`config.mk`:
```
export PLATFORM = sky130hd
export DESIGN_NAME = instruction_sequencer
export DESIGN_NICKNAME = d
export VERILOG_FILES = /design/src/rtl/seq_pkg.sv /design/src/rtl/pulse_timer.sv /design/src/rtl/ones_adder.sv /design/src/rtl/instruction_sequencer.sv
export SDC_FILE = /design/constraint.sdc
export NUM_CORES = 1
export LEC_CHECK = 0
export BUFFER_PORTS_ARGS = -buffer_cell sky130_fd_sc_hd__clkbuf_2
export CAP_MARGIN = 0
export CORE_MARGIN = 2
export CORE_UTILIZATION = 30
export CTS_CLUSTER_SIZE = 20
export DETAILED_ROUTE_END_ITERATION = 7
export GPL_ROUTABILITY_DRIVEN = 0
export PLACE_DENSITY = 0.47
export SKIP_LAST_GASP = 1
export SYNTH_ARGS = -nofsm -noshare
export SYNTH_HDL_FRONTEND = slang
export SYNTH_SLANG_ARGS = --single-unit
```
`constraint.sdc`:
```
create_clock -name clock -period 50.1 [get_ports clock]
set_input_delay 5.01 -clock clock [delete_from_list [all_inputs] [get_ports clock]]
set_output_delay 5.01 -clock clock [all_outputs]
set_load 0.03 [all_outputs]
```
`src/rtl/seq_pkg.sv`:
```
// Shared types and constants for the instruction sequencer
package seq_pkg;
   // ==========================================================
   // Basic types
   typedef logic [14:0] word_t;
   typedef logic [11:0] addr_t;
   typedef logic [3:0]  pulse_t;
   typedef logic [3:0]  ord_t;
   typedef logic [1:0]  ctr_t;
   typedef logic [13:0] mag_t;

   // ==========================================================
   // Memory cycle framing
   localparam pulse_t FIRST_PULSE  = 4'h1;
   localparam pulse_t LAST_PULSE   = 4'hC;
   localparam pulse_t READ_PULSE   = 4'h1;
   localparam pulse_t SENSE_PULSE  = 4'h7;
   localparam pulse_t COMMIT_PULSE = 4'hA;

   // ==========================================================
   // Address map
   localparam addr_t ACC_ADDR    = 12'h000;
   localparam addr_t LINK_ADDR   = 12'h001;
   localparam addr_t LOW_ADDR    = 12'h002;
   localparam addr_t ERASE_BASE  = 12'h003;
   localparam addr_t RESUME_ADDR = 12'h00F;
   localparam addr_t FIXED_BASE  = 12'h400;
   localparam addr_t START_ADDR  = 12'h800;
   localparam addr_t PC_STEP     = 12'h001;

   // ==========================================================
   // Order codes
   localparam ord_t ORD_TC     = 4'h0;
   localparam ord_t ORD_CCS    = 4'h1;
   localparam ord_t ORD_INDEX  = 4'h2;
   localparam ord_t ORD_XCH    = 4'h3;
   localparam ord_t ORD_CS     = 4'h4;
   localparam ord_t ORD_TS     = 4'h5;
   localparam ord_t ORD_AD     = 4'h6;
   localparam ord_t ORD_MASK   = 4'h7;
   localparam ord_t ORD_MP     = 4'h8;
   localparam ord_t ORD_DV     = 4'h9;
   localparam ord_t ORD_SU     = 4'hA;
   localparam ord_t ORD_RESUME = 4'hE;
   localparam ord_t ORD_RUPT   = 4'hF;

   // ==========================================================
   // Counter commands
   localparam ctr_t CTR_INC       = 2'h0;
   localparam ctr_t CTR_DEC       = 2'h1;
   localparam ctr_t CTR_SHIFT     = 2'h2;
   localparam ctr_t CTR_SHIFT_ONE = 2'h3;

   // ==========================================================
   // Ones' complement words
   localparam word_t POS_ZERO     = 15'h0000;
   localparam word_t POS_ONE      = 15'h0001;
   localparam word_t NEG_ONE      = 15'h7FFE;
   localparam word_t NEG_ZERO     = 15'h7FFF;
   localparam mag_t  MAG_ONE      = 14'h0001;
   localparam mag_t  MAG_ALL_ONES = 14'h3FFF;

   // ==========================================================
   // Sequencer types
   typedef enum logic [2:0] {SUB_FETCH, SUB_EXEC, SUB_RUPT, SUB_RESUME, SUB_CTR} sub_e;

   typedef struct packed {
      logic  read;
      logic  write;
      addr_t addr;
      word_t wdata;
   } mem_req_s;

   typedef struct packed {
      logic  valid;
      ctr_t  kind;
      addr_t addr;
   } ctr_cmd_s;

   typedef struct packed {
      logic  valid;
      addr_t addr;
   } rupt_req_s;

   typedef struct packed {
      sub_e  sub;
      sub_e  ret_sub;
      ord_t  op;
      addr_t ea;
      word_t operand;
      word_t acc;
      word_t link;
      word_t low;
      addr_t pc;
      word_t idx;
      logic  idx_pend;
      logic  in_rupt;
      logic  resume_seen;
      addr_t save_pc;
      word_t save_acc;
      ctr_t  ctr_kind;
      addr_t ctr_addr;
   } seq_state_s;
endpackage : seq_pkg

```
`src/rtl/pulse_timer.sv`:
```
// Twelve-pulse memory cycle timer
`timescale 1ns/1ps
module pulse_timer
   import seq_pkg::*;
(
   input  wire logic clock,
   input  wire logic arst_n,
   output pulse_t    pulse,
   output logic      first_cycle_pulse,
   output logic      last_cycle_pulse
);
   typedef struct packed {
      pulse_t count;
   } timer_state_s;

   timer_state_s s;
   timer_state_s n;

   // ==========================================================
   // Pulse counter
   always_comb begin
      n = s;
      n.count = (s.count == LAST_PULSE) ? FIRST_PULSE : s.count + FIRST_PULSE;
   end

   always_ff @(posedge clock or negedge arst_n) begin
      if (!arst_n) begin
         s.count <= FIRST_PULSE;
      end else begin
         s <= n;
      end
   end

   assign pulse             = s.count;
   assign first_cycle_pulse = (s.count == FIRST_PULSE);
   assign last_cycle_pulse  = (s.count == LAST_PULSE);
endmodule : pulse_timer

```
`src/rtl/ones_adder.sv`:
```
// Ones' complement adder with end-around carry
`timescale 1ns/1ps
module ones_adder
   import seq_pkg::*;
(
   input  word_t a,
   input  word_t b,
   output word_t sum
);
   logic [15:0] raw;

   assign raw = {1'b0, a} + {1'b0, b};
   assign sum = raw[14:0] + {14'h0000, raw[15]};
endmodule : ones_adder

```
`src/rtl/instruction_sequencer.sv`:
```
// Instruction sequencer: fetch, decode and execution per memory cycle
`timescale 1ns/1ps
module instruction_sequencer
   import seq_pkg::*;
(
   input  wire logic clock,
   input  wire logic arst_n,
   input  word_t     mem_rdata,
   output mem_req_s  mem_req,
   input  ctr_cmd_s  ctr_cmd,
   output logic      ctr_ack,
   input  rupt_req_s rupt_req,
   output logic      rupt_ack,
   output ord_t      order_code,
   output sub_e      sub_code,
   output word_t     acc,
   output logic      in_rupt,
   output logic      first_cycle_pulse,
   output logic      last_cycle_pulse
);
   seq_state_s  s;
   seq_state_s  next_s;
   pulse_t      pulse;
   logic        sense;
   logic        commit;
   logic        uses_operand;
   logic        is_fetch;
   logic        store_en;
   logic        exec_commit;
   addr_t       cyc_addr;
   word_t       reg_read;
   word_t       fetched;
   logic [15:0] widened;
   ord_t        dec_op;
   addr_t       dec_ea;
   word_t       addend;
   word_t       ctr_inc;
   word_t       sum_acc;
   word_t       sum_ctr;
   word_t       ctr_result;
   word_t       store_val;
   mag_t        mag_acc;
   mag_t        mag_op;
   logic [27:0] product;
   logic        sign_neg;
   word_t       mp_hi;
   word_t       mp_lo;
   mag_t        quot;
   mag_t        rem;
   addr_t       ccs_skip;
   sub_e        follow;

   function automatic logic is_reg(input addr_t a);
      is_reg = (a < ERASE_BASE);
   endfunction : is_reg

   function automatic logic is_fixed(input addr_t a);
      is_fixed = (a >= FIXED_BASE);
   endfunction : is_fixed

   pulse_timer u_timer (
      .clock             (clock),
      .arst_n            (arst_n),
      .pulse             (pulse),
      .first_cycle_pulse (first_cycle_pulse),
      .last_cycle_pulse  (last_cycle_pulse)
   );

   ones_adder u_acc_add (
      .a   (s.acc),
      .b   (addend),
      .sum (sum_acc)
   );

   ones_adder u_ctr_add (
      .a   (s.operand),
      .b   (ctr_inc),
      .sum (sum_ctr)
   );

   // ==========================================================
   // Cycle decode
   assign sense        = (pulse == SENSE_PULSE);
   assign commit       = (pulse == COMMIT_PULSE);
   assign is_fetch     = (s.sub == SUB_FETCH);
   assign uses_operand = (s.sub == SUB_CTR) ||
                         (s.sub == SUB_EXEC && s.op != ORD_TC && s.op <= ORD_SU);
   assign cyc_addr     = is_fetch ? s.pc : (s.sub == SUB_CTR) ? s.ctr_addr : s.ea;
   assign exec_commit  = commit && s.sub == SUB_EXEC;

   always_comb begin
      case (cyc_addr)
         ACC_ADDR:  reg_read = s.acc;
         LINK_ADDR: reg_read = s.link;
         default:   reg_read = s.low;
      endcase
   end

   // Instruction word widened by any pending index quantity
   assign fetched = is_reg(s.pc) ? s.acc : mem_rdata;
   assign widened = {1'b0, fetched} + (s.idx_pend ? {1'b0, s.idx} : 16'h0000);
   assign dec_op  = widened[15:12];
   assign dec_ea  = widened[15] ? fetched[11:0] : widened[11:0];

   // ==========================================================
   // Arithmetic
   assign addend   = (s.op == ORD_SU) ? ~s.operand : s.operand;
   assign ctr_inc  = (s.ctr_kind == CTR_DEC) ? NEG_ONE : POS_ONE;
   assign mag_acc  = s.acc[14] ? ~s.acc[13:0] : s.acc[13:0];
   assign mag_op   = s.operand[14] ? ~s.operand[13:0] : s.operand[13:0];
   assign product  = mag_acc * mag_op;
   assign sign_neg = s.acc[14] ^ s.operand[14];
   assign mp_hi    = sign_neg ? ~{1'b0, product[27:14]} : {1'b0, product[27:14]};
   assign mp_lo    = sign_neg ? ~{1'b0, product[13:0]} : {1'b0, product[13:0]};
   assign quot     = (mag_op == 14'h0000) ? MAG_ALL_ONES : mag_acc / mag_op;
   assign rem      = (mag_op == 14'h0000) ? mag_acc : mag_acc % mag_op;
   assign ccs_skip = {10'h000, s.operand[14], (mag_op == 14'h0000)};

   always_comb begin
      case (s.ctr_kind)
         CTR_SHIFT:     ctr_result = {s.operand[13:0], 1'b0};
         CTR_SHIFT_ONE: ctr_result = {s.operand[13:0], 1'b1};
         default:       ctr_result = sum_ctr;
      endcase
   end

   assign store_en  = (s.sub == SUB_CTR) ||
                      (s.sub == SUB_EXEC && (s.op == ORD_XCH || s.op == ORD_TS));
   assign store_val = (s.sub == SUB_CTR) ? ctr_result :
                      store_en ? s.acc : s.operand;

   // ==========================================================
   // Memory strobes; erasable words are rewritten after readout
   assign mem_req.read  = (pulse == READ_PULSE) && (is_fetch || uses_operand) &&
                          !is_reg(cyc_addr);
   assign mem_req.write = commit && (is_fetch || uses_operand) &&
                          !is_reg(cyc_addr) && !is_fixed(cyc_addr);
   assign mem_req.addr  = cyc_addr;
   assign mem_req.wdata = store_val;

   // ==========================================================
   // Successor subinstruction
   always_comb begin
      case (s.sub)
         SUB_FETCH: follow = s.resume_seen ? SUB_RESUME : SUB_EXEC;
         SUB_CTR:   follow = s.ret_sub;
         default:   follow = (rupt_req.valid && !s.in_rupt && !s.idx_pend) ?
                             SUB_RUPT : SUB_FETCH;
      endcase
   end

   assign ctr_ack  = last_cycle_pulse && ctr_cmd.valid;
   assign rupt_ack = commit && s.sub == SUB_RUPT;

   // ==========================================================
   // State update
   always_comb begin
      next_s = s;
      if (sense && (is_fetch || uses_operand)) begin
         next_s.operand = is_reg(cyc_addr) ? reg_read : mem_rdata;
      end
      if (sense && is_fetch) begin
         next_s.op          = dec_op;
         next_s.ea          = dec_ea;
         next_s.resume_seen = s.in_rupt && dec_op == ORD_TC && dec_ea == RESUME_ADDR;
      end
      if (commit && store_en && is_reg(cyc_addr)) begin
         case (cyc_addr)
            ACC_ADDR:  next_s.acc  = store_val;
            LINK_ADDR: next_s.link = store_val;
            default:   next_s.low  = store_val;
         endcase
      end
      if (commit) begin
         case (s.sub)
            SUB_FETCH: begin
               next_s.pc       = s.pc + PC_STEP;
               next_s.idx_pend = 1'b0;
            end
            SUB_EXEC: begin
               case (s.op)
                  ORD_TC: begin
                     next_s.link = {3'h0, s.pc};
                     next_s.pc   = s.ea;
                  end
                  ORD_CCS: begin
                     next_s.acc = (mag_op == 14'h0000) ? POS_ZERO : {1'b0, mag_op - MAG_ONE};
                     next_s.pc  = s.pc + ccs_skip;
                  end
                  ORD_INDEX: begin
                     next_s.idx      = s.operand;
                     next_s.idx_pend = 1'b1;
                  end
                  ORD_XCH:  next_s.acc = s.operand;
                  ORD_CS:   next_s.acc = ~s.operand;
                  ORD_AD:   next_s.acc = sum_acc;
                  ORD_MASK: next_s.acc = s.acc & s.operand;
                  ORD_MP: begin
                     next_s.acc = mp_hi;
                     next_s.low = mp_lo;
                  end
                  ORD_DV: begin
                     next_s.acc = sign_neg ? ~{1'b0, quot} : {1'b0, quot};
                     next_s.low = s.acc[14] ? ~{1'b0, rem} : {1'b0, rem};
                  end
                  ORD_SU:   next_s.acc = sum_acc;
                  default:  next_s.acc = s.acc;
               endcase
            end
            SUB_RUPT: begin
               next_s.save_pc  = s.pc;
               next_s.save_acc = s.acc;
               next_s.pc       = rupt_req.addr;
               next_s.in_rupt  = 1'b1;
            end
            SUB_RESUME: begin
               next_s.pc          = s.save_pc;
               next_s.acc         = s.save_acc;
               next_s.in_rupt     = 1'b0;
               next_s.resume_seen = 1'b0;
            end
            default: next_s.ctr_kind = s.ctr_kind;
         endcase
      end
      if (last_cycle_pulse) begin
         next_s.sub = follow;
         if (follow == SUB_RUPT) begin
            next_s.op = ORD_RUPT;
         end else if (follow == SUB_RESUME) begin
            next_s.op = ORD_RESUME;
         end
         if (ctr_cmd.valid) begin
            next_s.sub      = SUB_CTR;
            next_s.ret_sub  = follow;
            next_s.ctr_addr = ctr_cmd.addr;
            next_s.ctr_kind = ctr_cmd.kind;
         end
      end
   end

   always_ff @(posedge clock or negedge arst_n) begin
      if (!arst_n) begin
         s             <= '0;
         s.sub         <= SUB_FETCH;
         s.ret_sub     <= SUB_FETCH;
         s.pc          <= START_ADDR;
      end else begin
         s <= next_s;
      end
   end

   assign order_code = s.op;
   assign sub_code   = s.sub;
   assign acc        = s.acc;
   assign in_rupt    = s.in_rupt;
endmodule : instruction_sequencer

```
==> results of run 1 <==
## state kept, by name, indices dropped and copies added, names as in the netlist
signal	count
order_code	4
in_rupt	1
u_timer.pulse	4
ccs_skip	1
acc	15
sub_code	3
s	129
## routing by layer
layer  vias to the layer above  part of all wire [%]  routed length (um)  track usage [%]
li1                      11600                     -                   -                -
met1                     12080                    44               46940            31.56
met2                       859                    47               49690            38.70
met3                       172                   5.1                5467            2.124
met4                         0                   4.3                4585            8.821
met5                         -                     0                   0                0
## critical path: cells and delay by family (launching register included)
| family | cells | cell delay [ns] |
|---|---|---|
| AO/OA/AOI/OAI | 52 | 14.01 |
| AND/OR/NAND/NOR | 20 | 4.33 |
| multiplexers | 5 | 1.97 |
| adder cells (fa/ha/maj) | 14 | 4.63 |
| XOR/XNOR | 2 | 0.80 |
| buffers and inverters | 6 | 1.43 |
| flip-flops | 1 | 0.46 |
## cell type report
type | instances | area share [%]
Antenna cell | 1 | 0.008678
Clock buffer | 19 | 1.536
Clock inverter | 13 | 0.5293
Inverter | 249 | 3.241
Multi-Input combinational cell | 2704 | 71.71
Sequential cell | 157 | 13.64
Tap cell | 1155 | 5.011
Timing Repair Buffer | 199 | 4.321
## cell usage after synthesis, types with 8 or more instances
cell       number  share of area (%)
a22oi_1        14               0.40
o211ai_1       31               0.88
buf_2          11               0.21
a21oi_1       206                3.9
nand2_1       398                5.7
nand2b_1       44                1.0
o2111ai_1      10               0.33
o21ai_0       195                3.7
a21o_1         50                1.4
nor2b_1        19               0.45
buf_1          13               0.19
buf_4          22               0.63
o31ai_1        25               0.71
and2_1         31               0.74
dfrtp_1       155                 15
and3_1         20               0.48
or3_1          26               0.62
o21a_1         49                1.4
mux2_2        106                4.5
nand3_1        76                1.4
a211o_1         9               0.30
nor2_1        267                3.8
a211oi_1       16               0.46
fa_1          146                 11
a31oi_1        31               0.74
xnor2_1       148                4.9
o21bai_1       11               0.31
inv_1         245                3.5
nor4_1         18               0.43
ha_1          260                 12
xor2_1        100                3.3
o221ai_1       17               0.57
o22ai_1        19               0.45
nor3_1         56                1.1
clkbuf_1      146                2.1
a2111oi_0       9               0.30
nand4_1        16               0.38
or2_2          16               0.38
nand3b_1        8               0.23
a221oi_1       11               0.37
mux2i_1       113                4.3
a21boi_0       12               0.34
## logic make-up after synthesis
| kind of cell | synth area share [%] |
|---|---|
| DFF | 14.94 |
| buffers and inverters | 6.701 |
| xor gates and xnor gates | 8.256 |
| and+or+nand+nor | 17.82 |
| muxes | 9.027 |
| adders and majority gates | 23.48 |
| AOI/OAI and AO/OA | 19.78 |
## worst max path at each step
| stage | from | endpoint | slack [ns] |
|---|---|---|---|
| after detailed placement | acc[14]$_DFFE_PN0P_ | s[78]$_DFF_PN0_ | 22.50 |
| final | acc[14]$_DFFE_PN0P_ | s[78]$_DFF_PN0_ | 22.34 |
| after floorplan | ccs_skip[1]$_DFFE_PN0P_ | s[76]$_DFF_PN0_ | 26.12 |
| after CTS | acc[14]$_DFFE_PN0P_ | s[78]$_DFF_PN0_ | 22.39 |
| after global placement | acc[14]$_DFFE_PN0P_ | s[78]$_DFF_PN0_ | 23.01 |
| after global routing | acc[14]$_DFFE_PN0P_ | s[78]$_DFF_PN0_ | 19.81 |
## where the power goes
group / internal, mW / total, mW / switching (mW)
combinational: 0.472 / 1.30 / 0.831
clock: 0.0763 / 0.140 / 0.0636
sequential: 0.137 / 0.151 / 0.0137
total: 0.685 / 1.59 / 0.908
==> results by group, run 1 <==
Route
  • DR vias/cell: roughly 5.5
  • Number of iterations in the first detailed-routing pass: 6
  • Drt drc: 0
  • Drt wl/cell: about 24 um
  • Initial DRC Count: approximately 2500
  • Routed Antenna Nets: 0
  • Via count: 24710
  • Routed wire length: ~110000 um

Timing
  • Min Tclk post-route: 27.76 ns
  • Max-slew violation count: 0
  • Tcrit/Tclk final: between 50% and 60%
  • Fin Hold WS: 0.4811 ns
  • Setup_tns: 0 ns
  • Final Hold Vio Count: 0
  • Worst slew pin tran: about 1.3 ns
  • FMAX: 36.02 MHz
  • RSZ-0062 raised after global routing: no
  • Worst-case clock skew: between 0.015 and 0.02 ns
  • Final setup viols: 0
  • Final Worst Setup Slack: 22.34 ns
  • Max-slew headroom: 15.15%

Yosys
  • EDFF count, synth: 0
  • FF+latch count, synth: 157
  • Synth warnings: 0
  • Syn nets: about 3800
  • Synth Flop Type: dfrtp_1
  • Register area share after synthesis: 14.94%
  • Cells after synthesis: roughly 3300
  • Mapped Area: approximately 26000 sq um
  • Post-synth cell types: 90
  • Synth async-reset ratio: 100.0%
  • Syn Area/Cell: between 7 and 8 sq um

CTS
  • Worst-path clk slew: 0.08 ns
  • Setup bufs post-CTS: 0
  • Root Driver: clkbuf_16
  • Post_cts resized: 0
  • CTS sink cnt: between 150 and 200
  • CTS tree: done
  • Clk Latency, worst-skew pair: approximately 0.45 ns
  • Hold-fix buffers, CTS: 0
  • Max Buffers Root-to-Sink: 2
  • Number of buffers created by CTS: 17
  • H-Tree Level Count: 4

Worst setup path
  • Crit. End Element: flip-flop
  • Crit path required time: slightly above 50 ns
  • Crit Path Class: flip-flop to flip-flop
  • R2R Setup Slk: between 20 and 25 ns
  • CP max stage cell: o31ai_1
  • CP startpoint kind: flip-flop
  • CP peak stage delay: between 0.8 and 0.9 ns
  • Worst r2r src: acc[14]$_DFFE_PN0P_
  • FF-to-FF path depth: around 100
  • Critical Path AT: approximately 28 ns
  • Crit Path Max Fanout: 24
  • R2r endpoint: s[78]$_DFF_PN0_
  • CP most frequent cell: ha_1

Floorplan
  • Initial core utilization: a little under a third
  • Rows: approximately 110
  • Die ar.: 90080 sq um
  • Die height: 300.1 um
  • Core Footprint: approximately 87000 sq um
  • I/O pins: slightly above 100
  • Die X-Extent: 300.1 um

Layout
  • Fraction of layout instances using a drive strength above 1: between 10% and 20%
  • Final net count: between 3000 and 4000
  • Fillcell total: roughly 9300
  • Most common cell after layout, fill and taps aside: nand2_1
  • Commonest cells after routing, fill and taps aside: nand2_1 (398), nor2_1 (266), ha_1 (259)
  • Util after Layout: 33.19%
  • Cell Count, Final, Fillers Out: 4497
  • Finished Cell Area: 28840 sq um
  • Register area: between 3000 and 4000 sq um
  • Area of the multi-input gates: between 20000 and 25000 sq um
  • Layout area overhead: 9.617%

Hold path
  • Worst hold start: u_timer.pulse[0]$_DFF_PN1_
  • Hold Path Stages: 1
  • Hold WC Path Type: flip-flop to flip-flop
  • Hold Path End: u_timer.pulse[0]$_DFF_PN1_

Placement
  • Dpl ws: ~23 ns
  • DP HPWL: approximately 82000 um
  • Post-Place Cell Area: 28240 sq um
  • Placed insts: between 4000 and 5000
  • Port bufs: 100

Global routing
  • Total GRT Usage: approximately a quarter
  • First-pass GRT wire length: between 150000 and 200000 um
  • Grt total ovfl: 0
  • Largest net degree at the start of global routing: 98
  • Vias in the first global route: roughly 24000
  • Initial antenna violation count: 1

Outcome
  • Status: completed

Pwr
  • Maximum VDD drop: 0.04088 mV
  • Overall power: 1.594 mW
  • PD cells: about 55 nW/um^2
  • Leak: between 10 and 15 nW

Job
  • Max_cap viols: 0
(Power assumes the default switching activity.)
==> run 2: changes to the inputs <==
Clock period 50.1 ns to 27.2 ns, I/O delays scaled along.
==> run 2 against run 1 <==
Critical path type unchanged. Fmax is 8.7% higher. Count of clock-buffer cells in the layout down 2. Flip-flop and latch count unchanged.
==> results by group, run 2 (same netlist as run 1, synthesis figures left out) <==
Outcome
  • Status: completed

Floorplan
  • Die height: 300.1 um (unchanged)
  • Initial core utilization: 30.28% (unchanged)
  • Rows: 108 (unchanged)
  • Die ar.: 90080 sq um (unchanged)
  • Core Footprint: 86890 sq um (unchanged)
  • I/O pins: 101 (unchanged)
  • Die X-Extent: 300.1 um (unchanged)

Worst setup path
  • Crit path required time: 27.54 ns (-22.88 ns)
  • CP most frequent cell: ha_1
  • CP max stage cell: or4_4
  • CP peak stage delay: 0.54 ns (-0.33 ns)
  • Crit Path Class: flip-flop to flip-flop
  • Critical Path AT: 25.88 ns (-2.20 ns)
  • Crit Path Max Fanout: 19 (-21%)
  • Crit. End Element: flip-flop
  • CP startpoint kind: flip-flop

Layout
  • Antenna Cells: 0 (-1)
  • Final net count: 3788 (+0.24%)
  • Cell Count, Final, Fillers Out: 4505 (+0.18%)
  • Number of flip-flops in the largest register: 129 (unchanged)
  • Fraction of layout instances using a drive strength above 1: 12.42% (+0.74 points)
  • Layout area overhead: 10.16%
  • Most common cell after layout, fill and taps aside: nand2_1
  • Util after Layout: 33.35% (+0.16 points)
  • Commonest cells after routing, fill and taps aside: nand2_1 (397), nor2_1 (266), ha_1 (259)
  • Fillcell total: 9247 (-0.69%)
  • Top reg by flops: s

Global routing
  • Total GRT Usage: 23.93% (+0.54 points)
  • Initial antenna violation count: 3 (+2)
  • Vias in the first global route: 24310 (+1.2%)
  • Largest net degree at the start of global routing: 89 (-9.2%)
  • First-pass GRT wire length: 162400 um (+2.0%)
  • Grt total ovfl: 0 (unchanged)

Pwr
  • Maximum VDD drop: 0.08241 mV (+100%)
  • Leak: 13.84 nW (+0.29%)
  • PD cells: 101.1 nW/um^2 (+83%)

CTS
  • CTS tree: done
  • Number of buffers created by CTS: 17 (unchanged)
  • Worst-path clk slew: 0.08 ns (about the same)
  • Clk Latency, worst-skew pair: 0.47 ns (+0.02 ns)
  • Root Driver: clkbuf_16
  • CTS sink cnt: 157 (unchanged)
  • H-Tree Level Count: 4 (unchanged)
  • Max Buffers Root-to-Sink: 2 (unchanged)

Timing
  • Tcrit/Tclk final: 93.91% (+38 points)
  • Setup_tns: 0 ns (unchanged)
  • FMAX: 39.15 MHz (+8.7%)
  • RSZ-0062 raised after global routing: yes
  • Worst-case clock skew: 0.02063 ns (+0.005415 ns)
  • Final Hold Vio Count: 0 (unchanged)
  • Max-slew headroom: 14.28% (-0.87 points)
  • Max-slew violation count: 0 (unchanged)
  • Min Tclk post-route: 25.54 ns (-2.218 ns)
  • Final setup viols: 0 (unchanged)
  • Worst slew pin tran: 1.272 ns (+0.005460 ns)

Route
  • Drt wl/cell: 24.11 um (+1.6%)
  • Routed Antenna Nets: 0 (unchanged)
  • Via count: 24750 (+0.16%)
  • Number of iterations in the first detailed-routing pass: 6 (unchanged)
  • Drt drc: 0 (unchanged)
  • DR vias/cell: 5.493 (about the same)
  • Initial DRC Count: 2171 (-13%)
  • Routed wire length: 108600 um (+1.8%)

Placement
  • Placed insts: 4471 (+0.18%)
  • Port bufs: 100 (unchanged)
  • DP HPWL: 83790 um (+2.8%)

Hold path
  • Hold WC Path Type: flip-flop to flip-flop

Job
  • Max_cap viols: 0 (unchanged)
[run 2: worst max-delay path, delay by kind of cell, from the launching register on]
kind            cells  cell delay, ns
fa+ha+maj          14            4.67
xor+xnor            2            0.61
compound gates     46           10.74
flops               1            0.47
mux                 8            2.70
simple gates       20            4.29
buf+inv             9            1.91
[run 2: final timing paths]
path | depth (start not counted) | slack [ns] | from | endpoint
setup / recovery | 99 | 1.66 | acc[14]$_DFFE_PN0P_ | s[78]$_DFF_PN0_
max in group asynchronous | 2 | 23.40 | arst_n | s[12]$_DFFE_PN0P_
min in group asynchronous | 1 | 2.32 | arst_n | s[39]$_DFFE_PN0P_
hold reg to reg | 1 | 0.48 | u_timer.pulse[0]$_DFF_PN1_ | u_timer.pulse[0]$_DFF_PN1_
hold / removal | 1 | 0.48 | u_timer.pulse[0]$_DFF_PN1_ | u_timer.pulse[0]$_DFF_PN1_
setup reg to reg | 99 | 1.66 | acc[14]$_DFFE_PN0P_ | s[78]$_DFF_PN0_
[run 2: repair_timing]
| item | CTS | global route |
|---|---|---|
| setup endpoints to repair | 0 | 15 |
| hold buffers | 0 | 0 |
| gates resized for setup | 0 | 21 |
| endpoints found under the hold margin | 0 | 0 |
| buffers inserted | 0 | 2 |
[run 2: metrics by stage]
stage                     hold WS [ns]  worst slack, ns  instance area, sq um  power [mW]
after floorplan                 0.4424            3.224                 26310       1.892
after global placement          0.4634           0.6194                 28300       2.674
after detailed placement        0.4666           0.3202                 28300       2.658
after CTS                       0.4843           0.2216                 28900       2.929
after global routing            0.4981          -0.1549                 28980       3.161
final                           0.4804            1.655                 28980       2.931
[run 2: report_power, final]
group          internal, mW  total, mW  switching [mW]
registers             0.252      0.285          0.0329
logic                 0.874       2.39            1.52
clock network         0.124      0.251           0.127
total                  1.25       2.93            1.68
[run 2: layout make-up]
type / count / area (sq um) / share of cell area (%)
clock inverters: 15 / 173.9 / 0.6001
well taps: 1155 / 1445 / 4.987
clock buffers: 17 / 425.4 / 1.468
flip-flops and latches: 157 / 3934 / 13.57
inverters: 249 / 934.6 / 3.225
multi-input cells: 2704 / 20750 / 71.60
repair buffers: 208 / 1318 / 4.546
[run 2: routing by layer]
layer / GRT usage [%] / wire length, um / up-vias
li1: - / - / 11620
met1: 32.08 / 47540 / 12120
met2: 39.76 / 50910 / 817
met3: 2.370 / 5629 / 189
met4: 8.940 / 4502 / 4
met5: 0 / 24 / -
